## src/uhfc_pkg.sv

```systemverilog
/*
  Constants shared by the flow-controlled serial port: timing,
  frame layout, reset levels and the status word layout.
  Assumes a 50 MHz system clock and a single reset domain.
*/
`default_nettype none
package uhfc_pkg;
  localparam int          CLK_HZ        = 50_000_000;
  localparam int          MAX_BAUD      = 1_000_000;
  // fastest bit period in clocks, rounded down to a whole clock count
  localparam int          MIN_DIV       = CLK_HZ / MAX_BAUD;
  localparam int          DIV_W         = 16;
  localparam logic [15:0] DIV_RESET     = 16'h01B2; // 115200 baud
  localparam int          DATA_BITS     = 8;
  localparam logic        LINE_IDLE     = 1'b1;
  localparam logic        START_LEVEL   = 1'b0;
  localparam logic        STOP_LEVEL    = 1'b1;
  localparam logic        HS_ASSERTED   = 1'b0;
  localparam logic        HS_DEASSERTED = 1'b1;
  localparam logic        PULL_UP_ON    = 1'b1;
  localparam logic        PULL_DOWN_ON  = 1'b1;
  localparam int          ST_OVERRUN    = 0;
  localparam int          ST_FRAMING    = 1;
  localparam int          ST_PARITY     = 2;
  localparam int          ST_W          = 3;

  typedef enum logic [4:0] {
    UHFC_IDLE   = 5'h01,
    UHFC_START  = 5'h02,
    UHFC_DATA   = 5'h04,
    UHFC_PARITY = 5'h08,
    UHFC_STOP   = 5'h10
  } uhfc_state_t;
endpackage
`default_nettype wire

```

## src/uhfc_uart.sv

```systemverilog
/*
  Full-duplex asynchronous serial port with active-low hardware
  handshaking and optional ninth-bit parity.
  Assumes serial pins arrive asynchronously and are synchronised here;
  user-side strobes come from logic on ref_clk.
*/
`timescale 1ns/1ps
`default_nettype none
module uhfc_uart
  import uhfc_pkg::*;
#(
  parameter logic [DIV_W-1:0] DIV_INIT = DIV_RESET
)(
  input  wire logic             ref_clk,
  input  wire logic             reset,
  input  wire logic [DIV_W-1:0] baud_div,
  input  wire logic             parity_en,
  input  wire logic             parity_odd,
  input  wire logic [7:0]       tx_data,
  input  wire logic             tx_valid,
  output logic                  tx_ready,
  output logic [7:0]            rx_data,
  output logic                  rx_valid,
  input  wire logic             rx_take,
  output logic [ST_W-1:0]       status,
  input  wire logic [ST_W-1:0]  status_clear,
  output logic                  gp_pin_serial_out,
  output logic                  gp_pin_serial_out_oe,
  input  wire logic             gp_pin_serial_in,
  output logic                  gp_pin_serial_in_pu,
  output logic                  gp_pin_permit_out,
  output logic                  gp_pin_permit_out_oe,
  input  wire logic             gp_pin_permit_in,
  output logic                  gp_pin_permit_in_pd
);
  // divider below the 1 Mbps limit is clamped so the rate never exceeds it
  logic [DIV_W-1:0] div_eff;
  always_comb
  begin
    div_eff = (baud_div < DIV_W'(MIN_DIV)) ? DIV_W'(MIN_DIV)
                                           : baud_div;
  end

  // two-stage synchronisers for the receive and clear-to-send pins
  logic rx_s1, rx_s2, cts_s1, cts_s2;
  always_ff @(posedge ref_clk)
  begin
    if (reset)
    begin
      rx_s1  <= LINE_IDLE;
      rx_s2  <= LINE_IDLE;
      cts_s1 <= HS_ASSERTED;
      cts_s2 <= HS_ASSERTED;
    end
    else
    begin
      rx_s1  <= gp_pin_serial_in;
      rx_s2  <= rx_s1;
      cts_s1 <= gp_pin_permit_in;
      cts_s2 <= cts_s1;
    end
  end

  // ---------------- transmitter ----------------
  uhfc_state_t      tx_st, next_tx_st;
  logic [DIV_W-1:0] tx_cnt, next_tx_cnt;
  logic [2:0]       tx_bit, next_tx_bit;
  logic [7:0]       tx_sh, next_tx_sh;
  logic             tx_par, next_tx_par;
  logic             tx_line, next_tx_line;
  logic             tx_rdy, next_tx_rdy;
  logic             tx_tick;

  // a new character starts only while the host asserts clear-to-send
  always_comb
  begin
    next_tx_st   = tx_st;
    next_tx_cnt  = tx_cnt;
    next_tx_bit  = tx_bit;
    next_tx_sh   = tx_sh;
    next_tx_par  = tx_par;
    next_tx_line = tx_line;
    next_tx_rdy  = tx_rdy;
    tx_tick      = (tx_cnt == DIV_W'(1));
    if (tx_st != UHFC_IDLE)
      next_tx_cnt = tx_tick ? div_eff : tx_cnt - DIV_W'(1);
    case (tx_st)
      UHFC_IDLE:
      begin
        next_tx_line = LINE_IDLE;
        if (tx_valid && tx_rdy && cts_s2 == HS_ASSERTED)
        begin
          next_tx_st   = UHFC_START;
          next_tx_sh   = tx_data;
          next_tx_par  = (^tx_data) ^ parity_odd;
          next_tx_line = START_LEVEL;
          next_tx_cnt  = div_eff;
          next_tx_rdy  = 1'b0;
        end
      end
      UHFC_START:
        if (tx_tick)
        begin
          next_tx_st   = UHFC_DATA;
          next_tx_bit  = 3'h0;
          next_tx_line = tx_sh[0];
        end
      UHFC_DATA:
        if (tx_tick)
        begin
          next_tx_sh  = {1'b0, tx_sh[7:1]};
          next_tx_bit = tx_bit + 3'h1;
          if (tx_bit == 3'(DATA_BITS - 1))
          begin
            next_tx_st   = parity_en ? UHFC_PARITY : UHFC_STOP;
            next_tx_line = parity_en ? tx_par : STOP_LEVEL;
          end
          else
            next_tx_line = tx_sh[1];
        end
      UHFC_PARITY:
        if (tx_tick)
        begin
          next_tx_st   = UHFC_STOP;
          next_tx_line = STOP_LEVEL;
        end
      UHFC_STOP:
        if (tx_tick)
        begin
          next_tx_st  = UHFC_IDLE;
          next_tx_rdy = 1'b1;
        end
      default:
        next_tx_st = UHFC_IDLE;
    endcase
  end

  always_ff @(posedge ref_clk)
  begin
    if (reset)
    begin
      tx_st   <= UHFC_IDLE;
      tx_cnt  <= DIV_INIT;
      tx_bit  <= 3'h0;
      tx_sh   <= 8'h00;
      tx_par  <= 1'b0;
      tx_line <= LINE_IDLE;
      tx_rdy  <= 1'b1;
    end
    else
    begin
      tx_st   <= next_tx_st;
      tx_cnt  <= next_tx_cnt;
      tx_bit  <= next_tx_bit;
      tx_sh   <= next_tx_sh;
      tx_par  <= next_tx_par;
      tx_line <= next_tx_line;
      tx_rdy  <= next_tx_rdy;
    end
  end

  // ---------------- receiver ----------------
  uhfc_state_t      rx_st, next_rx_st;
  logic [DIV_W-1:0] rx_cnt, next_rx_cnt;
  logic [2:0]       rx_bit, next_rx_bit;
  logic [7:0]       rx_sh, next_rx_sh;
  logic [7:0]       rx_hold, next_rx_hold;
  logic             rx_full, next_rx_full;
  logic             rx_perr, next_rx_perr;
  logic [ST_W-1:0]  st, next_st;
  logic             rts, next_rts;
  logic             rx_tick;

  // sampling at mid-bit; the start bit is rechecked to reject glitches
  always_comb
  begin
    next_rx_st   = rx_st;
    next_rx_cnt  = rx_cnt;
    next_rx_bit  = rx_bit;
    next_rx_sh   = rx_sh;
    next_rx_hold = rx_hold;
    next_rx_perr = rx_perr;
    next_rx_full = rx_full && !rx_take;
    next_st      = st & ~status_clear; // set below wins over clear
    rx_tick      = (rx_cnt == DIV_W'(1));
    if (rx_st != UHFC_IDLE)
      next_rx_cnt = rx_tick ? div_eff : rx_cnt - DIV_W'(1);
    case (rx_st)
      UHFC_IDLE:
        if (rx_s2 == START_LEVEL) // steady high is no activity
        begin
          next_rx_st  = UHFC_START;
          next_rx_cnt = {1'b0, div_eff[DIV_W-1:1]};
        end
      UHFC_START:
        if (rx_tick)
        begin
          next_rx_st  = (rx_s2 == START_LEVEL) ? UHFC_DATA : UHFC_IDLE;
          next_rx_bit = 3'h0;
          next_rx_perr = parity_odd;
        end
      UHFC_DATA:
        if (rx_tick)
        begin
          next_rx_sh   = {rx_s2, rx_sh[7:1]}; // lsb first
          next_rx_perr = rx_perr ^ rx_s2;
          next_rx_bit  = rx_bit + 3'h1;
          if (rx_bit == 3'(DATA_BITS - 1))
            next_rx_st = parity_en ? UHFC_PARITY : UHFC_STOP;
        end
      UHFC_PARITY:
        if (rx_tick)
        begin
          next_rx_perr = rx_perr ^ rx_s2;
          next_rx_st   = UHFC_STOP;
        end
      UHFC_STOP:
        if (rx_tick)
        begin
          next_rx_st = UHFC_IDLE;
          if (rx_s2 != STOP_LEVEL)
            next_st[ST_FRAMING] = 1'b1;
          if (parity_en && rx_perr)
            next_st[ST_PARITY] = 1'b1;
          if (rx_full && !rx_take)
            next_st[ST_OVERRUN] = 1'b1; // old character kept
          else
          begin
            next_rx_hold = rx_sh;
            next_rx_full = 1'b1;
          end
        end
      default:
        next_rx_st = UHFC_IDLE;
    endcase
    // deassert request-to-send while the holding word is occupied
    next_rts = next_rx_full ? HS_DEASSERTED : HS_ASSERTED;
  end

  always_ff @(posedge ref_clk)
  begin
    if (reset)
    begin
      rx_st   <= UHFC_IDLE;
      rx_cnt  <= DIV_INIT;
      rx_bit  <= 3'h0;
      rx_sh   <= 8'h00;
      rx_hold <= 8'h00;
      rx_full <= 1'b0;
      rx_perr <= 1'b0;
      st      <= '0;
      rts     <= HS_ASSERTED;
    end
    else
    begin
      rx_st   <= next_rx_st;
      rx_cnt  <= next_rx_cnt;
      rx_bit  <= next_rx_bit;
      rx_sh   <= next_rx_sh;
      rx_hold <= next_rx_hold;
      rx_full <= next_rx_full;
      rx_perr <= next_rx_perr;
      st      <= next_st;
      rts     <= next_rts;
    end
  end

  // pin direction and pull controls are constant flip-flops from reset
  logic pins_cfg;
  always_ff @(posedge ref_clk)
  begin
    if (reset)
      pins_cfg <= 1'b1;
    else
      pins_cfg <= 1'b1;
  end

  assign tx_ready             = tx_rdy;
  assign rx_data              = rx_hold;
  assign rx_valid             = rx_full;
  assign status               = st;
  assign gp_pin_serial_out    = tx_line;
  assign gp_pin_serial_out_oe = pins_cfg;
  assign gp_pin_serial_in_pu  = pins_cfg & PULL_UP_ON;
  assign gp_pin_permit_out    = rts;
  assign gp_pin_permit_out_oe = pins_cfg;
  assign gp_pin_permit_in_pd  = pins_cfg & PULL_DOWN_ON;

  // ---------------- assertions ----------------
  property p_tx_idle_high;
    @(posedge ref_clk) disable iff (reset)
      (tx_st == UHFC_IDLE) |-> gp_pin_serial_out;
  endproperty
  a_tx_idle_high: assert property (p_tx_idle_high)
    else $error("transmit line low while idle");

  property p_start_needs_cts;
    @(posedge ref_clk) disable iff (reset)
      (tx_st == UHFC_IDLE) ##1 (tx_st == UHFC_START) |->
        $past(cts_s2) == HS_ASSERTED;
  endproperty
  a_start_needs_cts: assert property (p_start_needs_cts)
    else $error("character started without clear-to-send");

  property p_start_low;
    @(posedge ref_clk) disable iff (reset)
      (tx_st == UHFC_START) |-> !gp_pin_serial_out;
  endproperty
  a_start_low: assert property (p_start_low)
    else $error("start bit not low");

  property p_stop_high;
    @(posedge ref_clk) disable iff (reset)
      (tx_st == UHFC_STOP) |-> gp_pin_serial_out;
  endproperty
  a_stop_high: assert property (p_stop_high)
    else $error("stop bit not high");

  property p_parity_bit;
    @(posedge ref_clk) disable iff (reset)
      (tx_st == UHFC_PARITY) |->
        gp_pin_serial_out == tx_par;
  endproperty
  a_parity_bit: assert property (p_parity_bit)
    else $error("parity bit wrong");

  property p_rts_follows_full;
    @(posedge ref_clk) disable iff (reset)
      rx_full |-> gp_pin_permit_out == HS_DEASSERTED;
  endproperty
  a_rts_follows_full: assert property (p_rts_follows_full)
    else $error("request-to-send asserted while holding full");

  property p_status_sticky;
    @(posedge ref_clk) disable iff (reset)
      (st[ST_FRAMING] && !status_clear[ST_FRAMING]) |=> st[ST_FRAMING];
  endproperty
  a_status_sticky: assert property (p_status_sticky)
    else $error("framing flag lost without clear");

  property p_pins_cfg;
    @(posedge ref_clk) disable iff (reset)
      gp_pin_serial_out_oe && gp_pin_permit_out_oe &&
      gp_pin_serial_in_pu && gp_pin_permit_in_pd;
  endproperty
  a_pins_cfg: assert property (p_pins_cfg)
    else $error("pin configuration lost");

  property p_bit_rate;
    @(posedge ref_clk) disable iff (reset)
      (tx_st != UHFC_IDLE) |-> tx_cnt <= div_eff;
  endproperty
  a_bit_rate: assert property (p_bit_rate)
    else $error("bit counter above divider");

  c_tx_frame: cover property (@(posedge ref_clk)
    tx_st == UHFC_STOP ##1 tx_st == UHFC_IDLE);
  c_rx_char: cover property (@(posedge ref_clk) $rose(rx_full));
  c_overrun: cover property (@(posedge ref_clk) $rose(st[ST_OVERRUN]));
  c_parity: cover property (@(posedge ref_clk) $rose(st[ST_PARITY]));
endmodule
`default_nettype wire

```

## config.mk

```make
export PLATFORM = sky130hd
export DESIGN_NAME = uhfc_uart
export DESIGN_NICKNAME = d
export VERILOG_FILES = /design/src/uhfc_pkg.sv /design/src/uhfc_uart.sv
export SDC_FILE = /design/constraint.sdc
export NUM_CORES = 1
export LEC_CHECK = 0
export CAP_MARGIN = 10
export CORE_UTILIZATION = 40
export DETAILED_ROUTE_END_ITERATION = 7
export DONT_BUFFER_PORTS = 1
export HOLD_SLACK_MARGIN = 0.02
export PLACE_DENSITY = 0.56
export SLEW_MARGIN = 20
export SYNTH_ARGS = -nofsm -noshare
export SYNTH_HDL_FRONTEND = slang
export SYNTH_SLANG_ARGS = --single-unit
```

## constraint.sdc

```tcl
create_clock -name ref_clk -period 2.2 [get_ports ref_clk]
set_input_delay 0.44 -clock ref_clk [delete_from_list [all_inputs] [get_ports ref_clk]]
set_output_delay 0.44 -clock ref_clk [all_outputs]
set_load 0.02 [all_outputs]
```

* Word level (Yosys, flattened, before mapping)
Cells that the tools add are included.
** Word-level totals
- Register bits :: 85
- Memories kept :: 0
- ROM bits :: 0
- Output and inout bits :: 19
- Bits in latches :: 0
- RAM bits :: 0
** Cells by class
- Divide/modulo/power cells :: 0
- Order comparisons :: 1
- Eq/ne operators :: 29
- Multiplexer cells :: 54
- Reductions and logical operators :: 24
- Add/subtract/negate cells :: 4
- Shift operators :: 0
- Bitwise operators :: 6
- Multiply operators :: 0
** Operator list (number)
- 16-bit two-way mux :: 9
- 5-bit two-way mux :: 13
- 5-bit case mux with 5 select lines :: 2
- 16-bit by 1-bit == test with 1-bit output (second input constant) :: 2
- 16-bit by 1-bit subtractor with 16-bit output (second input constant) :: 2
- 2-bit inequality test (second input constant) :: 12
- 3-bit two-way mux :: 7
- 3-bit AND reduction :: 6
- 16-bit by 6-bit < comparator with 1-bit output (second input constant) :: 1
- 8-bit two-way mux :: 2
- 8-bit case mux with 2 select lines :: 1
- 1-bit two-way mux :: 15
- 3-bit case mux with 2 select lines :: 2
- 6-bit AND reduction :: 2
- 5-bit by 1-bit == test with 1-bit output (second input constant) :: 2
- 5-bit by 2-bit == test with 1-bit output (second input constant) :: 2
- 5-bit by 3-bit == test with 1-bit output (second input constant) :: 2
- 5-bit by 4-bit == test with 1-bit output (second input constant) :: 2
- 5-bit == test (second input constant) :: 2
- 5-bit by 1-bit inequality test with 1-bit output (second input constant) :: 2
- 2-bit nonzero test :: 5
- 8-bit parity :: 1
- 3-bit by 1-bit adder with 3-bit output (second input constant) :: 2
- 3-bit == test (second input constant) :: 2
- 13 further kinds :: 20

* Longest topological paths before layout
- Depth in word-level cells :: 6
- Depth in mapped cells :: 9
- Gate-level depth less buffers :: 7

* Worst setup path after synthesis
No wires, ideal clock.
- Path type :: register to register
- Start :: register tx_cnt[0]
- End :: register tx_st[1]
- Path slack :: 0.150 ns
- Path buffers :: 1
- Stages on the path, launching flop included :: 8
- Period minus slack after synthesis :: 2.050 ns
- Data required time :: 2.114 ns
- Arrival :: 1.963 ns
- Path through :: dfxtp_1 > ha_1 > nor3b_1 > and4_1 > buf_2 > a21oi_1 > or3_1 > a221oi_2
** On the way
- Cells in the longest elaborated chain, start to end :: 3
** Ends and longest elaborated chain
- start: declaration :: RTL line uhfc_uart.sv:66 : logic [DIV_W-1:0] tx_cnt, next_tx_cnt;
- start signal: assignment :: RTL line uhfc_uart.sv:153 : tx_cnt <= next_tx_cnt;
- 16-bit by 1-bit == test with 1-bit output * :: RTL line uhfc_uart.sv:84 : tx_tick = (tx_cnt == DIV_W'(1));
- 2-bit inequality test (no line)
- 6-bit AND reduction (no line) *
- end signal: assignment :: RTL line uhfc_uart.sv:152 : tx_st <= next_tx_st;
- end: declaration :: RTL line uhfc_uart.sv:65 : uhfc_state_t tx_st, next_tx_st;
Every way passes the cells marked *; elsewhere a longest branch is shown, timed or not.
A chain may end at the register's enable or synchronous reset.

* Final worst setup path
- Start :: register tx_cnt[6]
- End :: register tx_cnt[14]
** On the way
- Cells in the longest elaborated chain, start to end :: 5
** Ends and longest elaborated chain
- 16-bit by 1-bit subtractor with 16-bit output or 16-bit by 1-bit == test with 1-bit output (tied branches) :: RTL line uhfc_uart.sv:86, uhfc_uart.sv:84
- 16-bit two-way mux * :: RTL line uhfc_uart.sv:86 : next_tx_cnt = tx_tick ? div_eff : tx_cnt - DIV_W'(1);
- 16-bit two-way mux * :: RTL line uhfc_uart.sv:85 : if (tx_st != UHFC_IDLE)
- 16-bit two-way mux :: RTL line uhfc_uart.sv:91 : if (tx_valid && tx_rdy && cts_s2 == HS_ASSERTED)
- 16-bit two-way mux * :: RTL line uhfc_uart.sv:87 : case (tx_st)
Marked as above.

==> flow_metrics.tcl <==
set metrics [dict create \
    wl_um 13400 \
    finClkSkew_ns 0.01161 \
    antenna_found_initial 0 \
    layout_common_cells "dfxtp_1, nor2_1, a21oi_1, buf_4, nand2_1" \
    cp_max_fo 5 \
    ys_ff_latch 84 \
    overflow 0 \
    r2r-end "tx_cnt[14]$_SDFF_PP0_" \
    powerDensity_nw_per_um2 965.4 \
    nFillCells 1169 \
    whs_ns 0.1591 \
    clk_pin_slew_worst_paths_ns 0.07 \
    syn2layout_area_growth_pct 12.23 \
    fin_util 0.4665 \
    grt_first_pass_wirelength_um 22090 \
    setup_slack_ns 0.08470 \
    relSlewSlack 0.6120 \
    clockRootBuffer "clkbuf_16" \
    core_area_um2 11560 \
    period_share 0.9615 \
    avgSynthCellArea_um2 8.245 \
    layout_commonest_cell "dfxtp_1" \
    max_freq_mhz 472.7 \
    crit_chain "nor4_1, nand3_1, or4b_1, a211o_1, a21oi_1" \
    synth_area_um2 4807 \
    tightest_slew_ns 0.5793 \
    fp.dieH_um 111.6 \
    fin_crit_ns 2.115 \
    placed_area_um2 5051 \
    synth_ff_type "dfxtp_1" \
    highest_layer "met4" \
    rrSetupSlack_ns 0.08 \
    crit_required_ns 2.49 \
    instances_no_fill 741 \
    antenna_cells 0 \
    dp.cells 720 \
    vias 4472 \
    dr.pass1.iters 7 \
    post_drt_via_cell_ratio 6.035 \
    rsz0062_at_grt "false" \
    cp.arrival_ns 2.40 \
    cap_violations 0 \
    pin_count 54 \
    setup_viol 0 \
    finalHoldViolations 0 \
    drtIter0Drc 351 \
    worst_skew_pair.late_latency_ns 0.35 \
    yosys_warnings 0 \
    ys_seq_area_frac 0.3498 \
    power_leakage_nw 1.992 \
    power.total_mw 5.208 \
    vdd_drop_max_uv 317.2 \
    hold_start "reset" \
    fp-row-count 39 \
    hpwl_um 9542 \
    syn_inst 583 \
    synth_area_leader_cell "dfxtp_1" \
    port_buffers 0 \
    ys_types 74 \
    grt_max_degree 67 \
    synth_edf_count 0 \
    status "finished with violations" \
    track_usage 0.2239 \
    cts_max_path_buffers 2 \
    min_to "tx_st[1]$_SDFFE_PP0P_" \
    min_path_type "in2reg" \
    final_antenna_net_count 0 \
    worstSetupStartpointType "register" \
    die_w_um 111.6 \
    async_reset_ff_frac 0 \
    crit_slowest_cell "or4b_1" \
    finalSetupTns_ns 0 \
    clock_sinks 84 \
    final_layout_size_suffix_gt1_frac 0.1288 \
    crit_type "reg2reg" \
    netlist.area_leader.share 0.3498 \
    violations "design-rule violations" \
    route.met2.wl_um 6534 \
    slew_violations 0 \
    cts-buffers-inserted 9 \
    met3_length_um 443 \
    whs_path_depth 1 \
    fin_area_um2 5395 \
    synth_area_leaders "dfxtp_1, a21oi_1, mux2i_1" \
    wl_per_cell_um 18.08 \
    dieArea_um2 12460 \
    htreeDepth 3 \
    holdBufCountCts 0 \
    reg2regPathDepth 5 \
    critPathCaptureType "register" \
    gp_congestion 0.8837 \
    place_ws_ns 0.07641 \
    routedLengthMet1_um 6168 \
    start_util 0.4157 \
    cts_tree "done" \
    grt_pass1_vias 4237 \
    num-nets-final 636 \
    drc 1 \
    regToRegStartpoint "tx_cnt[6]$_SDFF_PP0_" \
    cpPeakStageDelay_ns 0.57 \
]
-- critical path, delay by kind of cell (launching register included) --
family	cells	cell delay, ns
AND/OR/NAND/NOR	3	1.26
AO/OA/AOI/OAI	2	0.43
flip-flops	1	0.35
-- worst max-delay path by stage --
stage                                     from                     to  slack, ns  cells after the start
after CTS                 tx_cnt[0]$_SDFF_PP0_  tx_sh[3]$_SDFFE_PP0P_       0.05                      6
after detailed placement  tx_cnt[0]$_SDFF_PP0_  tx_sh[3]$_SDFFE_PP0P_       0.08                      6
after global routing      tx_cnt[6]$_SDFF_PP0_  tx_cnt[14]$_SDFF_PP0_      0.002                      5
final                     tx_cnt[6]$_SDFF_PP0_  tx_cnt[14]$_SDFF_PP0_       0.08                      5
after floorplan           tx_cnt[0]$_SDFF_PP0_  tx_st[1]$_SDFFE_PP0P_       0.15                      7
after global placement    tx_cnt[1]$_SDFF_PP1_   tx_cnt[4]$_SDFF_PP1_       0.12                      7
-- routing by layer --
layer | GRT usage | up-vias
met4 | 0.1072 | 0
met5 | 0 | -
met3 | 0.03103 | 21
met1 | 0.2883 | 2157
met2 | 0.3694 | 100
li1 | - | 2194
-- timing repair --
| action | in CTS | in global routing |
|---|---|---|
| buffers inserted | 0 | 5 |
| gates resized for setup | 0 | 3 |
| setup endpoints to repair | 0 | 22 |
-- flip-flops by register name, summed over array words and instances (netlist names) --
signal             flops
cts_s2                 1
tx_st                  5
rx_s2                  1
rx_valid               1
gp_pin_serial_out      1
tx_sh                  8
cts_s1                 1
status                 3
rx_bit                 3
tx_par                 1
tx_bit                 3
rx_cnt                16
rx_data                8
rx_perr                1
tx_cnt                16
rx_st                  5
rx_sh                  8
rx_s1                  1
tx_ready               1
-- Yosys cell counts (all sizes together), types with 3 or more instances --
master   n
nor4     8
a311oi   4
nand3b   4
a211oi   6
o211ai  16
a22oi    3
o221ai   6
a21oi   50
o22ai   11
nor2b   12
dfxtp   84
nor2    57
o21ai   32
mux2     3
ha       8
inv     19
nand2b   9
or2      3
a211o    9
a32oi    5
buf     14
o31ai    3
a31oi    3
a21o     3
clkbuf  27
nand2   32
nand4    8
nor3    18
and3     7
or4      3
and4     3
a221oi   9
xnor2   12
mux2i   23
nand3   26
or3      4
xor2     6
and2     3
-- where the power goes --
group / internal [mW] / switching [mW]
Sequential: 1.77 / 0.268
Combinational: 0.717 / 0.948
Clock: 0.820 / 0.690
Total: 3.30 / 1.91
-- area by class of cell --
class | count | area [um2] | share of cell area
Inverter | 19 | 71.32 | 0.01322
Tap cell | 143 | 178.9 | 0.03316
Clock buffer | 10 | 239.0 | 0.04429
Clock inverter | 6 | 57.56 | 0.01067
Sequential cell | 84 | 1682 | 0.3117
Timing Repair Buffer | 37 | 277.8 | 0.05148
Multi-Input combinational cell | 442 | 2889 | 0.5355
-- kinds of logic after synthesis --
kind of cell | count (synthesis) | synth area share
AO/OA/AOI/OAI | 183 | 0.2587
XOR/XNOR | 19 | 0.03748
adder cells (fa/ha/maj) | 8 | 0.02082
buffers and inverters | 60 | 0.05466
flip-flops | 84 | 0.3498
multiplexers | 26 | 0.05492
other | 1 | 0.0007801
AND/OR/NAND/NOR | 202 | 0.2228
Power figures use the tool's default switching activity.
